`src/evd_pkg.sv`:
```
// Constants, encodings and register map of the vector dispatch block
package evd_pkg;
  // Event identities presented to the vector decoder
  typedef enum logic [3:0] {
    EV_NONE   = 4'h0,
    EV_MCHK   = 4'h1,
    EV_KSNV   = 4'h2,
    EV_ACV    = 4'h3,
    EV_TNV    = 4'h4,
    EV_COMPAT = 4'h5,
    EV_ARITH  = 4'h6,
    EV_TO_KERN = 4'h7,
    EV_TO_EXEC = 4'h8,
    EV_TO_SUPV = 4'h9,
    EV_TO_USER = 4'ha,
    EV_SYSERR = 4'hb,
    EV_DEV0   = 4'hc,
    EV_DEV1   = 4'hd,
    EV_DEV2   = 4'he,
    EV_DEV3   = 4'hf
  } evd_evt_t;

  // Dispatch sequencer states
  typedef enum logic [1:0] {
    S_IDLE  = 2'b00,
    S_FETCH = 2'b01
  } evd_state_t;

  // Vector offsets within the table
  localparam logic [31:0] OFS_MCHK = 32'h0000_0004;
  localparam logic [31:0] OFS_KSNV = 32'h0000_0008;
  localparam logic [31:0] OFS_ACV = 32'h0000_0020;
  localparam logic [31:0] OFS_TNV = 32'h0000_0024;
  localparam logic [31:0] OFS_COMPAT = 32'h0000_0030;
  localparam logic [31:0] OFS_ARITH = 32'h0000_0034;
  localparam logic [31:0] OFS_TO_KERN = 32'h0000_0040;
  localparam logic [31:0] OFS_TO_EXEC = 32'h0000_0044;
  localparam logic [31:0] OFS_TO_SUPV = 32'h0000_0048;
  localparam logic [31:0] OFS_TO_USER = 32'h0000_004c;
  localparam logic [31:0] OFS_SYSERR = 32'h0000_0060;
  localparam logic [31:0] OFS_DEV0 = 32'h0000_00d0;
  localparam logic [31:0] OFS_DEV1 = 32'h0000_00d4;
  localparam logic [31:0] OFS_DEV2 = 32'h0000_00d8;
  localparam logic [31:0] OFS_DEV3 = 32'h0000_00dc;

  // Parameter counts pushed per event
  localparam logic [3:0] NP_MCHK = 4'h6;
  localparam logic [3:0] NP_NONE = 4'h0;
  localparam logic [3:0] NP_FAULT = 4'h2;
  localparam logic [3:0] NP_ONE = 4'h1;

  // Priority levels
  localparam logic [4:0] IPL_HIGH = 5'h1f;
  localparam logic [4:0] IPL_SYSERR = 5'h1d;
  localparam logic [4:0] IPL_DEV0 = 5'h14;
  localparam logic [4:0] IPL_DEV1 = 5'h15;
  localparam logic [4:0] IPL_DEV2 = 5'h16;
  localparam logic [4:0] IPL_DEV3 = 5'h17;
  localparam logic [4:0] IPL_ZERO = 5'h00;

  // Vector low-bit codes
  localparam logic [1:0] VC_KERNEL = 2'b00;
  localparam logic [1:0] VC_INTSTK = 2'b01;
  localparam int VC_HALT_BIT = 1;

  // Address masks
  localparam logic [31:0] ALIGN_MASK = 32'hffff_fffc;
  localparam logic [31:0] ADDR30_MASK = 32'h3fff_ffff;

  // Register map, byte addresses
  localparam logic [7:0] REG_VTB = 8'h00;
  localparam logic [7:0] REG_CTRL = 8'h04;
  localparam logic [7:0] REG_STAT = 8'h08;
  localparam logic [7:0] REG_MASK = 8'h0c;
  localparam logic [7:0] REG_HNDL = 8'h10;

  // Field positions and widths
  localparam int CTRL_ADDR30 = 0;
  localparam int ST_W = 3;
  localparam int ST_DISP = 0;
  localparam int ST_HALT = 1;
  localparam int ST_REJ = 2;
  localparam int NDEV = 4;
  localparam int SEXT_W = 16;

  // Reset values
  localparam logic [31:0] VTB_RST = 32'h0000_0000;
  localparam logic [ST_W-1:0] ST_RST = 3'h0;
endpackage

```
`src/evd_dec_if.sv`:
```
// Carrier between the dispatcher and its vector decoder
`timescale 1ns/1ps
interface evd_dec_if;
  evd_pkg::evd_evt_t ev; // Event to look up
  logic [31:0] ofs;      // Vector offset
  logic [3:0] nparams;   // Parameters pushed
  logic is_exc;          // Exception, not interrupt
  logic [4:0] interrupt_priority_level;       // Interrupt level of an interrupt
  logic force_int;       // Must run on interrupt stack
  logic valid;           // Event has a vector here
  modport req (output ev, input ofs, nparams, is_exc, interrupt_priority_level, force_int, valid);
  modport dec (input ev, output ofs, nparams, is_exc, interrupt_priority_level, force_int, valid);
endinterface

```
`src/evd_dispatch.sv`:
```
// Vector table dispatcher: base register, fetch, decode, status
//
// Overview of operation
// [RL1] Full 32-bit base locates vector table
// [RL2] Base write clears the two low bits
// [RL3] Software should page-align the base
// [RL4] 30-bit mode ignores base top bits
// [RL5] Each event fetches one aligned vector
// [RL6] Vector high bits give aligned handler
// [RL7] Code 00: kernel stack unless interrupt stack
// [RL8] Code 01: interrupt stack, exceptions raise level
// [RL9] Codes 10, 11 force console error halt
// [RL10] Machine check: offset 04, six parameters
// [RL11] Bad kernel stack: offset 08, none
// [RL12] Access 20, translation 24, two parameters
// [RL13] Arithmetic: offset 34, one type code
// [RL14] Change mode traps 40 to 4C
// [RL15] Offset 30 is never dispatched
// [RL16] Device requests use D0 to DC
// [RL17] System error: offset 60, level 1D
// [RL18] Fetch address is masked base plus offset
//
// The address-and-strobe port and the register offsets were left to the implementer.
`timescale 1ns/1ps
module evd_dispatch (
  input wire logic clk_sys,
  input wire logic nrst,
  // Register port
  input wire logic [7:0] reg_addr,
  input wire logic [31:0] reg_wdata,
  input wire logic reg_wr,
  input wire logic reg_rd,
  output logic [31:0] reg_rdata,
  // Event requests
  input wire logic exc_req,
  input wire logic [3:0] exc_code,
  input wire logic [31:0] exc_param0,
  input wire logic [31:0] exc_param1,
  input wire logic [3:0] irq_req,
  input wire logic sys_err,
  input wire logic on_int_stack,
  // Vector memory read port
  output logic mem_rd_req,
  output logic [31:0] mem_addr,
  input wire logic mem_rd_valid,
  input wire logic [31:0] mem_rd_data,
  // Dispatch result
  output logic busy,
  output logic disp_valid,
  output logic disp_halt,
  output logic [31:0] disp_handler,
  output logic disp_int_stack,
  output logic disp_ipl_load,
  output logic [4:0] disp_ipl,
  output logic [3:0] disp_nparams,
  output logic [31:0] disp_param0,
  output logic [31:0] disp_param1,
  output logic irq
);
  evd_dec_if dif (); // Lookup carrier
  evd_pkg::evd_state_t state_reg; // Sequencer state
  logic [31:0] vtb_reg; // Table base
  logic addr30_reg; // 30-bit physical mode
  logic [evd_pkg::ST_W-1:0] stat_reg; // Sticky events
  logic [evd_pkg::ST_W-1:0] stat_next;
  logic [evd_pkg::ST_W-1:0] mask_reg; // Interrupt mask
  logic [evd_pkg::ST_W-1:0] ev_set; // Events this cycle
  logic [31:0] base_eff; // Masked base
  evd_pkg::evd_evt_t sel_ev; // Chosen event
  logic sel_req; // Some event pending
  logic take; // Event accepted
  evd_pkg::evd_evt_t ev_lat_reg; // Event in flight
  logic exc_lat_reg; // In-flight is exception
  logic force_lat_reg; // In-flight forces int stack
  logic [4:0] ipl_lat_reg; // In-flight interrupt level
  logic [3:0] np_lat_reg; // In-flight parameter count
  logic [31:0] p0_lat_reg; // Captured first parameter
  logic [31:0] p1_lat_reg; // Captured second parameter
  logic vec_back; // Vector word arrives
  logic [31:0] p0_ext; // Sign-extended operand word

  // Vector lookup
  evd_vec_decode u_dec (
    .dif(dif)
  );

  // Pick event: exceptions, then system error, then highest device
  always_comb begin
    sel_ev = evd_pkg::EV_NONE;
    sel_req = 1'b0;
    for (int i = 0; i < evd_pkg::NDEV; i++) begin
      if (irq_req[i]) begin
        sel_ev = evd_pkg::evd_evt_t'(evd_pkg::EV_DEV0 + 4'(i));
        sel_req = 1'b1;
      end
    end
    if (sys_err) begin
      sel_ev = evd_pkg::EV_SYSERR;
      sel_req = 1'b1;
    end
    if (exc_req) begin
      sel_ev = evd_pkg::evd_evt_t'(exc_code);
      sel_req = 1'b1;
    end
  end
  assign dif.ev = sel_ev;
  assign take = sel_req && state_reg == evd_pkg::S_IDLE;
  assign vec_back = state_reg == evd_pkg::S_FETCH && mem_rd_valid;

  // [RL4] Drop top bits in 30-bit mode
  assign base_eff = addr30_reg ? (vtb_reg & evd_pkg::ADDR30_MASK) : vtb_reg;

  // Sign extension of the change-mode operand word
  assign p0_ext = {{(32 - evd_pkg::SEXT_W){p0_lat_reg[evd_pkg::SEXT_W-1]}},
    p0_lat_reg[evd_pkg::SEXT_W-1:0]};

  // Base and control registers
  always_ff @(posedge clk_sys or negedge nrst) begin
    if (!nrst) begin
      vtb_reg <= evd_pkg::VTB_RST;
      addr30_reg <= 1'b0;
      mask_reg <= evd_pkg::ST_RST;
    end else if (reg_wr) begin
      case (reg_addr)
        // [RL1] [RL2] Full address, low bits cleared
        evd_pkg::REG_VTB: vtb_reg <= reg_wdata & evd_pkg::ALIGN_MASK;
        evd_pkg::REG_CTRL: addr30_reg <= reg_wdata[evd_pkg::CTRL_ADDR30];
        evd_pkg::REG_MASK: mask_reg <= reg_wdata[evd_pkg::ST_W-1:0];
        // Read-only or unmapped
        default: begin
        end
      endcase
    end
  end

  // Sequencer and vector fetch
  always_ff @(posedge clk_sys or negedge nrst) begin
    if (!nrst) begin
      state_reg <= evd_pkg::S_IDLE;
      mem_rd_req <= 1'b0;
      mem_addr <= evd_pkg::VTB_RST;
      busy <= 1'b0;
    end else begin
      case (state_reg)
        evd_pkg::S_IDLE: begin
          // [RL5] [RL18] Fetch the event vector
          if (take && dif.valid) begin
            state_reg <= evd_pkg::S_FETCH;
            mem_rd_req <= 1'b1;
            mem_addr <= base_eff + dif.ofs;
            busy <= 1'b1;
          end
        end
        evd_pkg::S_FETCH: begin
          // Hold request until the word returns
          if (mem_rd_valid) begin
            state_reg <= evd_pkg::S_IDLE;
            mem_rd_req <= 1'b0;
            busy <= 1'b0;
          end
        end
        default: begin
          state_reg <= evd_pkg::S_IDLE;
          mem_rd_req <= 1'b0;
          busy <= 1'b0;
        end
      endcase
    end
  end

  // Capture of the event in flight
  always_ff @(posedge clk_sys or negedge nrst) begin
    if (!nrst) begin
      ev_lat_reg <= evd_pkg::EV_NONE;
      exc_lat_reg <= 1'b0;
      force_lat_reg <= 1'b0;
      ipl_lat_reg <= evd_pkg::IPL_ZERO;
      np_lat_reg <= evd_pkg::NP_NONE;
      p0_lat_reg <= evd_pkg::VTB_RST;
      p1_lat_reg <= evd_pkg::VTB_RST;
    end else if (take && dif.valid) begin
      ev_lat_reg <= sel_ev;
      exc_lat_reg <= dif.is_exc;
      force_lat_reg <= dif.force_int;
      ipl_lat_reg <= dif.interrupt_priority_level;
      np_lat_reg <= dif.nparams;
      p0_lat_reg <= exc_param0;
      p1_lat_reg <= exc_param1;
    end
  end

  // Result from the returned vector
  always_ff @(posedge clk_sys or negedge nrst) begin
    if (!nrst) begin
      disp_valid <= 1'b0;
      disp_halt <= 1'b0;
      disp_handler <= evd_pkg::VTB_RST;
      disp_int_stack <= 1'b0;
      disp_ipl_load <= 1'b0;
      disp_ipl <= evd_pkg::IPL_ZERO;
      disp_nparams <= evd_pkg::NP_NONE;
      disp_param0 <= evd_pkg::VTB_RST;
      disp_param1 <= evd_pkg::VTB_RST;
    end else begin
      disp_valid <= 1'b0;
      disp_halt <= 1'b0;
      if (vec_back) begin
        // [RL9] Codes 10 and 11 halt instead
        if (mem_rd_data[evd_pkg::VC_HALT_BIT]) begin
          disp_halt <= 1'b1;
        end else begin
          disp_valid <= 1'b1;
        end
        // [RL6] Handler is longword aligned
        disp_handler <= mem_rd_data & evd_pkg::ALIGN_MASK;
        // [RL7] [RL8] Stack choice
        disp_int_stack <= force_lat_reg || on_int_stack ||
          mem_rd_data[1:0] == evd_pkg::VC_INTSTK;
        // [RL8] Exceptions on code 01 go to top level
        if (exc_lat_reg) begin
          disp_ipl_load <= mem_rd_data[1:0] == evd_pkg::VC_INTSTK;
          disp_ipl <= evd_pkg::IPL_HIGH;
        end else begin
          disp_ipl_load <= 1'b1;
          disp_ipl <= ipl_lat_reg;
        end
        disp_nparams <= np_lat_reg;
        // [RL14] Change mode operand is sign extended
        if (ev_lat_reg >= evd_pkg::EV_TO_KERN &&
            ev_lat_reg <= evd_pkg::EV_TO_USER) begin
          disp_param0 <= p0_ext;
        end else begin
          disp_param0 <= p0_lat_reg;
        end
        disp_param1 <= p1_lat_reg;
      end
    end
  end

  // Sticky event sources
  always_comb begin
    ev_set = evd_pkg::ST_RST;
    ev_set[evd_pkg::ST_DISP] = vec_back &&
      !mem_rd_data[evd_pkg::VC_HALT_BIT];
    ev_set[evd_pkg::ST_HALT] = vec_back &&
      mem_rd_data[evd_pkg::VC_HALT_BIT];
    // [RL15] Refused events are flagged
    ev_set[evd_pkg::ST_REJ] = take && !dif.valid;
  end

  // Clear on status read, a new event wins
  always_comb begin
    stat_next = stat_reg;
    if (reg_rd && reg_addr == evd_pkg::REG_STAT) begin
      stat_next = evd_pkg::ST_RST;
    end
    stat_next = stat_next | ev_set;
  end

  // Status and interrupt line
  always_ff @(posedge clk_sys or negedge nrst) begin
    if (!nrst) begin
      stat_reg <= evd_pkg::ST_RST;
      irq <= 1'b0;
    end else begin
      stat_reg <= stat_next;
      irq <= |(stat_next & mask_reg);
    end
  end

  // Read data, one cycle after the strobe
  always_ff @(posedge clk_sys or negedge nrst) begin
    if (!nrst) begin
      reg_rdata <= evd_pkg::VTB_RST;
    end else if (reg_rd) begin
      case (reg_addr)
        evd_pkg::REG_VTB: reg_rdata <= vtb_reg;
        evd_pkg::REG_CTRL: reg_rdata <= 32'(addr30_reg);
        evd_pkg::REG_STAT: reg_rdata <= 32'(stat_reg);
        evd_pkg::REG_MASK: reg_rdata <= 32'(mask_reg);
        evd_pkg::REG_HNDL: reg_rdata <= disp_handler;
        default: reg_rdata <= evd_pkg::VTB_RST;
      endcase
    end else begin
      reg_rdata <= evd_pkg::VTB_RST;
    end
  end

  a_base_clear: assert property ( // [RL2]
    @(posedge clk_sys) disable iff (!nrst)
    reg_wr && reg_addr == evd_pkg::REG_VTB |=>
      vtb_reg == ($past(reg_wdata) & evd_pkg::ALIGN_MASK))
    else $error("Base low bits not cleared");

  a_fetch_addr: assert property ( // [RL18]
    @(posedge clk_sys) disable iff (!nrst)
    take && dif.valid && addr30_reg |=>
      mem_rd_req && mem_addr == (($past(vtb_reg) & evd_pkg::ADDR30_MASK)
      + $past(dif.ofs)))
    else $error("Fetch address wrong in 30-bit mode");

  a_handler_word: assert property ( // [RL6]
    @(posedge clk_sys) disable iff (!nrst)
    vec_back |=> disp_handler[31:2] == $past(mem_rd_data[31:2]) &&
      disp_handler[1:0] == 2'b00)
    else $error("Handler address not taken from vector");

  a_halt_code: assert property ( // [RL9]
    @(posedge clk_sys) disable iff (!nrst)
    vec_back && mem_rd_data[1] |=> disp_halt && !disp_valid)
    else $error("Halt code dispatched");

  a_kernel_stack: assert property ( // [RL7]
    @(posedge clk_sys) disable iff (!nrst)
    vec_back && mem_rd_data[1:0] == 2'b00 && !force_lat_reg &&
      !on_int_stack |=> disp_valid && !disp_int_stack)
    else $error("Code 00 left kernel stack");

  a_exc_raise: assert property ( // [RL8]
    @(posedge clk_sys) disable iff (!nrst)
    vec_back && mem_rd_data[1:0] == 2'b01 && exc_lat_reg |=>
      disp_int_stack && disp_ipl_load && disp_ipl == 5'h1f)
    else $error("Exception on code 01 not raised");

  a_compat_skip: assert property ( // [RL15]
    @(posedge clk_sys) disable iff (!nrst)
    take && sel_ev == evd_pkg::EV_COMPAT |=>
      !mem_rd_req && stat_reg[evd_pkg::ST_REJ])
    else $error("Compatibility slot dispatched");

  a_mchk_frame: assert property ( // [RL10]
    @(posedge clk_sys) disable iff (!nrst)
    disp_valid && ev_lat_reg == evd_pkg::EV_MCHK |->
      disp_nparams == 4'h6 && disp_int_stack)
    else $error("Machine check frame wrong");

  a_dev_level: assert property ( // [RL16]
    @(posedge clk_sys) disable iff (!nrst)
    vec_back && ev_lat_reg == evd_pkg::EV_DEV3 |=>
      disp_ipl == 5'h17 && disp_ipl_load)
    else $error("Device level wrong");
endmodule // evd_dispatch

```
`src/evd_vec_decode.sv`:
```
// Event to vector offset, type and parameter count lookup
`timescale 1ns/1ps
module evd_vec_decode (
  evd_dec_if.dec dif
);
  // Idle offset value when nothing matches
  localparam logic [31:0] OFS_DEV0_Z = 32'h0000_0000;

  // Table of assignments
  always_comb begin
    dif.ofs = OFS_DEV0_Z;
    dif.nparams = evd_pkg::NP_NONE;
    dif.is_exc = 1'b1;
    dif.interrupt_priority_level = evd_pkg::IPL_ZERO;
    dif.force_int = 1'b0;
    dif.valid = 1'b1;
    case (dif.ev)
      // [RL10] Machine check entry
      evd_pkg::EV_MCHK: begin
        dif.ofs = evd_pkg::OFS_MCHK;
        dif.nparams = evd_pkg::NP_MCHK;
        dif.force_int = 1'b1;
      end
      // [RL11] Bad kernel stack
      evd_pkg::EV_KSNV: begin
        dif.ofs = evd_pkg::OFS_KSNV;
        dif.force_int = 1'b1;
      end
      // [RL12] Access and translation faults
      evd_pkg::EV_ACV: begin
        dif.ofs = evd_pkg::OFS_ACV;
        dif.nparams = evd_pkg::NP_FAULT;
      end
      evd_pkg::EV_TNV: begin
        dif.ofs = evd_pkg::OFS_TNV;
        dif.nparams = evd_pkg::NP_FAULT;
      end
      // [RL13] Arithmetic type code
      evd_pkg::EV_ARITH: begin
        dif.ofs = evd_pkg::OFS_ARITH;
        dif.nparams = evd_pkg::NP_ONE;
      end
      // [RL14] Change mode traps
      evd_pkg::EV_TO_KERN: begin
        dif.ofs = evd_pkg::OFS_TO_KERN;
        dif.nparams = evd_pkg::NP_ONE;
      end
      evd_pkg::EV_TO_EXEC: begin
        dif.ofs = evd_pkg::OFS_TO_EXEC;
        dif.nparams = evd_pkg::NP_ONE;
      end
      evd_pkg::EV_TO_SUPV: begin
        dif.ofs = evd_pkg::OFS_TO_SUPV;
        dif.nparams = evd_pkg::NP_ONE;
      end
      evd_pkg::EV_TO_USER: begin
        dif.ofs = evd_pkg::OFS_TO_USER;
        dif.nparams = evd_pkg::NP_ONE;
      end
      // [RL17] System error interrupt
      evd_pkg::EV_SYSERR: begin
        dif.ofs = evd_pkg::OFS_SYSERR;
        dif.is_exc = 1'b0;
        dif.interrupt_priority_level = evd_pkg::IPL_SYSERR;
      end
      // [RL16] Device interrupt vectors
      evd_pkg::EV_DEV0: begin
        dif.ofs = evd_pkg::OFS_DEV0;
        dif.is_exc = 1'b0;
        dif.interrupt_priority_level = evd_pkg::IPL_DEV0;
      end
      evd_pkg::EV_DEV1: begin
        dif.ofs = evd_pkg::OFS_DEV1;
        dif.is_exc = 1'b0;
        dif.interrupt_priority_level = evd_pkg::IPL_DEV1;
      end
      evd_pkg::EV_DEV2: begin
        dif.ofs = evd_pkg::OFS_DEV2;
        dif.is_exc = 1'b0;
        dif.interrupt_priority_level = evd_pkg::IPL_DEV2;
      end
      evd_pkg::EV_DEV3: begin
        dif.ofs = evd_pkg::OFS_DEV3;
        dif.is_exc = 1'b0;
        dif.interrupt_priority_level = evd_pkg::IPL_DEV3;
      end
      // [RL15] Compatibility slot has no vector
      evd_pkg::EV_COMPAT: begin
        dif.ofs = evd_pkg::OFS_COMPAT;
        dif.valid = 1'b0;
      end
      // No event or unknown code
      default: begin
        dif.valid = 1'b0;
      end
    endcase
  end

endmodule // evd_vec_decode

```
`config.mk`:
```
export PLATFORM = sky130hd
export DESIGN_NAME = evd_dispatch
export DESIGN_NICKNAME = d
export VERILOG_FILES = /design/src/evd_pkg.sv /design/src/evd_dec_if.sv /design/src/evd_dispatch.sv /design/src/evd_vec_decode.sv
export SDC_FILE = /design/constraint.sdc
export NUM_CORES = 1
export LEC_CHECK = 0
export ABC_AREA = 1
export BUFFER_PORTS_ARGS = -buffer_cell sky130_fd_sc_hd__buf_2
export CORE_ASPECT_RATIO = 1.75
export CORE_MARGIN = 5
export CORE_UTILIZATION = 48
export CTS_BUF_LIST = sky130_fd_sc_hd__clkbuf_16
export DETAILED_ROUTE_END_ITERATION = 16
export PLACE_DENSITY = 0.77
export SLEW_MARGIN = 20
export SYNTH_ARGS = -nofsm -noshare
export SYNTH_HDL_FRONTEND = slang
export SYNTH_SLANG_ARGS = --single-unit
export TNS_END_PERCENT = 5
```
`constraint.sdc`:
```
create_clock -name clk_sys -period 2.2 [get_ports clk_sys]
set_clock_uncertainty 0.2 [all_clocks]
set_input_delay 0.66 -clock clk_sys [delete_from_list [all_inputs] [get_ports clk_sys]]
set_output_delay 0.66 -clock clk_sys [all_outputs]
set_load 0.01 [all_outputs]
```
### After elaboration in Yosys (flattened, before gate mapping)

Cells that the tools add are included.

| word-level totals | value |
|---|---|
| flip-flop bits (word level) | 291 |
| output and inout port bits | 176 |
| word-level logic and storage cells | 113 |

| cells by class | value |
|---|---|
| add/sub/neg operators | 1 |
| magnitude comparators | 2 |
| equality and inequality tests | 23 |
| muxes and demuxes | 35 |
| bitwise logic cells | 2 |
| reductions and logical operators | 25 |

Operator list:

| operator | number |
|---|---|
| 32-bit one-hot mux with 5 select lines | 1 |
| 8-bit one-hot mux with 15 select lines | 1 |
| 32-bit two-way mux | 3 |
| 32-bit adder | 1 |
| 4-bit == test (second input constant) | 8 |
| 5-bit one-hot mux with 5 select lines | 1 |
| 4-bit two-way mux | 6 |
| 4-bit by 3-bit == test with 1-bit output (second input constant) | 4 |
| 8-bit by 4-bit == test with 1-bit output (second input constant) | 2 |
| 1-bit two-way mux | 16 |
| 14-bit OR reduction | 1 |
| 2-bit AND reduction | 5 |
| 5-bit OR reduction | 2 |
| 3-bit one-hot mux with 3 select lines | 1 |
| 4-bit by 2-bit == test with 1-bit output (second input constant) | 2 |
| 8-bit by 3-bit == test with 1-bit output (second input constant) | 1 |
| 8-bit by 5-bit == test with 1-bit output (second input constant) | 1 |
| 1-bit logical AND | 8 |
| 8-bit zero test | 1 |
| 5-bit two-way mux | 1 |
| 2-bit by 1-bit == test with 1-bit output (second input constant) | 2 |
| 4-bit by 1-bit == test with 1-bit output (second input constant) | 1 |
| 4-bit by 3-bit greater-or-equal comparator with 1-bit output (second input constant) | 1 |
| 4-bit less-or-equal comparator (second input constant) | 1 |
| other kinds (13) | 17 |

### Longest topological paths before layout

| logic depth | value |
|---|---|
| word-level depth | 14 |
| mapped depth | 22 |
| gate-level depth less buffers | 22 |

### By module

Synthesis repeated with hierarchy kept, for this count alone.

| second synthesis, totals | value |
|---|---|
| cells, all modules | 1676 |
| area total of the unflattened synthesis | 14098.5 um^2 |

Modules (own cells, without submodules):

| module | times used | cells an instance | area an instance (um^2) | seq. area each (um^2) |
|---|---|---|---|---|
| evd_dispatch | 1 | 1596 | 13643.1 | 7231.9 |
| evd_vec_decode | 1 | 80 | 455.4 | 0.0 |

### Worst setup path before layout

No wires, ideal clock.

| timing path | value |
|---|---|
| path type | input -> register |
| start | in irq_req[2] |
| end | reg mem_addr[26] |
| arrival time | 2.876 ns |
| path slack | -0.993 ns |
| stages | 21 |
| path buffers | 0 |
| cells stage by stage | nor2_1 nand2_1 o21ai_1 inv_1 nand2_1 inv_1 nor2_1 nand3_1 nand2_1 ha_1 inv_1 fa_1 inv_1 nand3_1 nand3_1 nand2_1 nand2_1 nand2_1 xor2_1 nand2_1 nand2_1 |

| between the ends | value |
|---|---|
| longest elaborated chain between the ends | 9 |
| elaborated cells on any way between the ends | 30 |

Ends and longest elaborated chain:

| item | line | text |
|---|---|---|
| from (decl) | evd_dispatch.sv:39 | `input wire logic [3:0] irq_req,` |
| branches (longest 9 deep; another with 32-bit adder) | -- |  |
| to (signal assigned) | evd_dispatch.sv:141 | `mem_addr <= evd_pkg::VTB_RST;` |
| to (signal assigned) | evd_dispatch.sv:150 | `mem_addr <= base_eff + dif.ofs;` |
| to (decl) | evd_dispatch.sv:44 | `output logic [31:0] mem_addr,` |

Parallel ways; which one is timed is not known.
A chain may end at the register's enable or synchronous reset.

### Worst setup path after layout

| timing path | value |
|---|---|
| start | in irq_req[2] |
| end | reg mem_addr[20] |

The elaborated chain is that of the path after synthesis.

==> summary.md <==
- 77 — Row Count
- 1 — number of antenna violations at the first check in global routing
- 0.0123 sq mm — cell area after technology mapping
- 62 — pin count of the biggest net entering global routing
- nand2_1 — leading cell type in the layout, fill and taps excluded
- 2060 — post-layout net count
- 59.0 mm — first-pass GRT wire length
- fa_2 — master of the slowest instance on the critical path
- 3 — crit path max fanout
- mem_rd_data[1] — Hold Path Origin
- negative setup slack — failing checks
- 23.4% — Clk network pwr share
- 0.952 — Routability Congestion
- 11.3k — number of vias after detailed routing
- 2236 — non-filler instance count after layout
- 5.04 — mean number of vias per cell
- 716 x nand2_1, 319 x buf_2, 283 x dfrtp_1 — most frequent cells in the layout
- vtb_reg[13] — R2R Path Start
- 2610 ps — final critical-path required period
- 9.16 nW — cell leakage power
- 1512 — Mapped Cells
- 1 — H-tree depth
- 2900 ps — data arrival time at the worst-slack endpoint
- 35 — Netlist cell types
- 27.5 mm — dpl hpwl
- 24.7% — total routing resource utilization after global routing
- 37.3 mm — aggregate routed wire length
- 2178 — number of placed instances with taps included
- 0.0160 sq mm — post-route design area
- true — unrepaired setup endpoints after global routing
- 10 — r2r worst-path depth
- in -> reg — class of the worst hold path
- 340 ps — delay contributed by the slowest stage of the critical path
- 11.5k — vias in the first global route
- 0 — Detail Route Antenna Nets
- in -> reg — kind of critical path
- 16.7 microns — WL/cell
- 3 — Max Root-Sink Buffers
- 120 ps — R2R Setup Slk
- 283 — number of sinks on the clock net
- 2175 — final-layout fill cell count
- 7.20 mW — Net Switching
- 0 — number of maximum-capacitance violations
- 1200 mW/mm^2 — pwr/cell area
- 0.799 mV — peak supply drop
- 33.9% — Gate power share
- 57.5% — fraction of the yosys area taken by sequential cells
- 28 — Final Setup Violations
- 222 microns — die outline height
- complete, but fails checks — result of the run
- 119% — final cycle utilization of the critical path
- 48.6% — initial standard-cell utilization of the core
- 2480 ps — required time of the critical path
- -412 ps — worst path setup slack after routing
- 328 — io pins
- 42.7% — share of power burned in registers
- 0.0291 sq mm — area enclosed by the die boundary
- 131 microns — Chip Width
- register — endpoint kind of the worst setup timing path
- 0 — Final Hold Vio Count
- clkbuf_16 — CTS Root Cell
- 37.3% — Sw Share
- 7 — number of optimization iterations in the first detailed-route pass
- 0 — number of synthesis warnings
- nand2_2 — dominant cell type by count on the critical path
- 619 — violation count after the first detailed-route iteration
- 0.0253 sq mm — area of the core
- 322 — # port buffers
- done — TritonCTS clock tree
- 0 — Congestion Overflow GR
- 19.3 mW — final total power
- 540 ps — insertion delay of the later-clocked pin in the worst-skew pair
- disp_valid — end point of the most critical hold path
- mem_addr[20] — worst reg2reg endpoint
- 283 — synthesized flop and latch total
- input port — startpoint class of the critical path
- 26 — number of buffers created by CTS
- 28.3% — share of post-route cells with drive strength above 1
- buf_2 -> inv_1 -> nand2_2 -> nand3_2 -> nor2b_4 -> buf_4 -> nand2_2 -> nand2_2 -> nand2_1 -> nand2_1 -> ha_2 -> inv_2 -> fa_2 -> inv_2 -> buf_6 -> nand4_1 -> nand2_2 -> nand2_2 -> nand2_2 -> nand2_2 -> nand2_1 — sequence of cells on the critical path
- 383 MHz — Max Clk Rate
- 0 — final slew viol count
- 2 — cell count of the worst hold path
- 8.15 sq um — Mean Syn Cell Area
- 30.1% — area delta synth->final
- 0 — remaining design rule violation count
- 70 ps — clock-pin slew on the worst setup and hold paths
- 12.1 mW — Internal
- -9200 ps — total negative slack
- 0.0148 sq mm — cell area after placement
## cells by family (layout without fill, tap and decap cells)
group           after synthesis  count (layout)  synth area share (%)
mux                           8               8                 0.731
compound gates              121             121                  5.06
buf+inv                     170             573                  6.30
flops                       283             283                  57.5
simple gates                909             909                  28.7
fa+ha+maj                     7               7                 0.772
other cells                   1               6                0.0304
xor+xnor                     13              13                 0.924
## critical path: cells and delay by family
kind	cells	cell delay [ps]
simple gates	13	1160
buf+inv	6	530
fa+ha+maj	2	520
## power by group through the flow
| stage | sequential [mW] | combinational [mW] | clock, mW |
|---|---|---|---|
| floorplan | 8.65 | 3.27 | 0 |
| global placement | 8.21 | 6.30 | 0 |
| detailed placement | 8.29 | 6.48 | 0 |
| CTS | 8.22 | 6.56 | 4.61 |
| global route | 8.46 | 7.26 | 4.80 |
| finish | 8.23 | 6.54 | 4.52 |
## stage by stage
stage	worst slack [ps]	hold slack [ps]	utilization [%]
after global placement	-1010	249	58.5
after detailed placement	-1050	255	58.5
after global routing	-550	95.8	63.3
after CTS	-408	83.9	62.4
final	-412	102	63.3
after floorplan	-725	164	-
## timing repair
| item | 4_1_cts | 5_1_grt |
|---|---|---|
| gates resized for setup | 32 | 52 |
| cloned | 0 | 0 |
| pin swaps | 13 | 24 |
| endpoints found under the setup margin | 28 | 36 |
| setup buffers | 4 | 7 |
| hold buffers | 1 | 0 |
| hold endpoints to repair | 39 | 0 |
## Yosys cell counts, drive strengths merged
cell type | number | area [sq um]
and2 | 3 | 18.8
o21a | 1 | 7.51
ha | 6 | 75.1
buf | 36 | 274
mux2 | 8 | 90.1
nor2b | 1 | 8.76
o21ai | 49 | 245
xnor2 | 5 | 43.8
o22ai | 8 | 50.1
nand2 | 752 | 2840
nand3 | 41 | 205
xor2 | 8 | 70.1
inv | 108 | 405
or2 | 1 | 6.26
conb | 1 | 3.75
fa | 1 | 20.0
nor2 | 94 | 358
nand4 | 8 | 56.3
dfrtp | 283 | 7080
a21oi | 62 | 314
nor3b | 1 | 7.51
nand3b | 1 | 7.51
nor3 | 6 | 30.0
clkbuf | 26 | 97.6
a31oi | 1 | 6.26
and3 | 1 | 6.26
## cell type report
cell class                      instances  area, sq um  area share (%)
Inverter                              108          414            2.58
Clock inverter                         19          161            1.01
Clock buffer                           27          676            4.21
Timing Repair Buffer                  419         2530            15.8
Antenna cell                            1         2.50          0.0156
Sequential cell                       283         7080            44.2
Tap cell                              316          395            2.47
Multi-Input combinational cell       1063         4780            29.8
## worst max path at each step
stage / from / cells after the start / endpoint
2_1_floorplan: irq_req[2] / 21 / mem_addr[26]
3_3_place_gp: sys_err / 21 / mem_addr[18]
3_5_place_dp: sys_err / 18 / mem_addr[13]
4_1_cts: exc_req / 21 / mem_addr[18]
5_1_grt: sys_err / 20 / mem_addr[16]
6_report: irq_req[2] / 21 / mem_addr[20]
## layer usage
metal | track usage, % | part of all wire (%) | vias up
met5 | 0 | 0 | -
met4 | 13.2 | 5.5 | 0
met3 | 4.11 | 6.5 | 115
met2 | 44.7 | 52 | 450
met1 | 27.3 | 36 | 5283
li1 | - | - | 5414
Note: power is estimated with default switching activity, not from simulation.
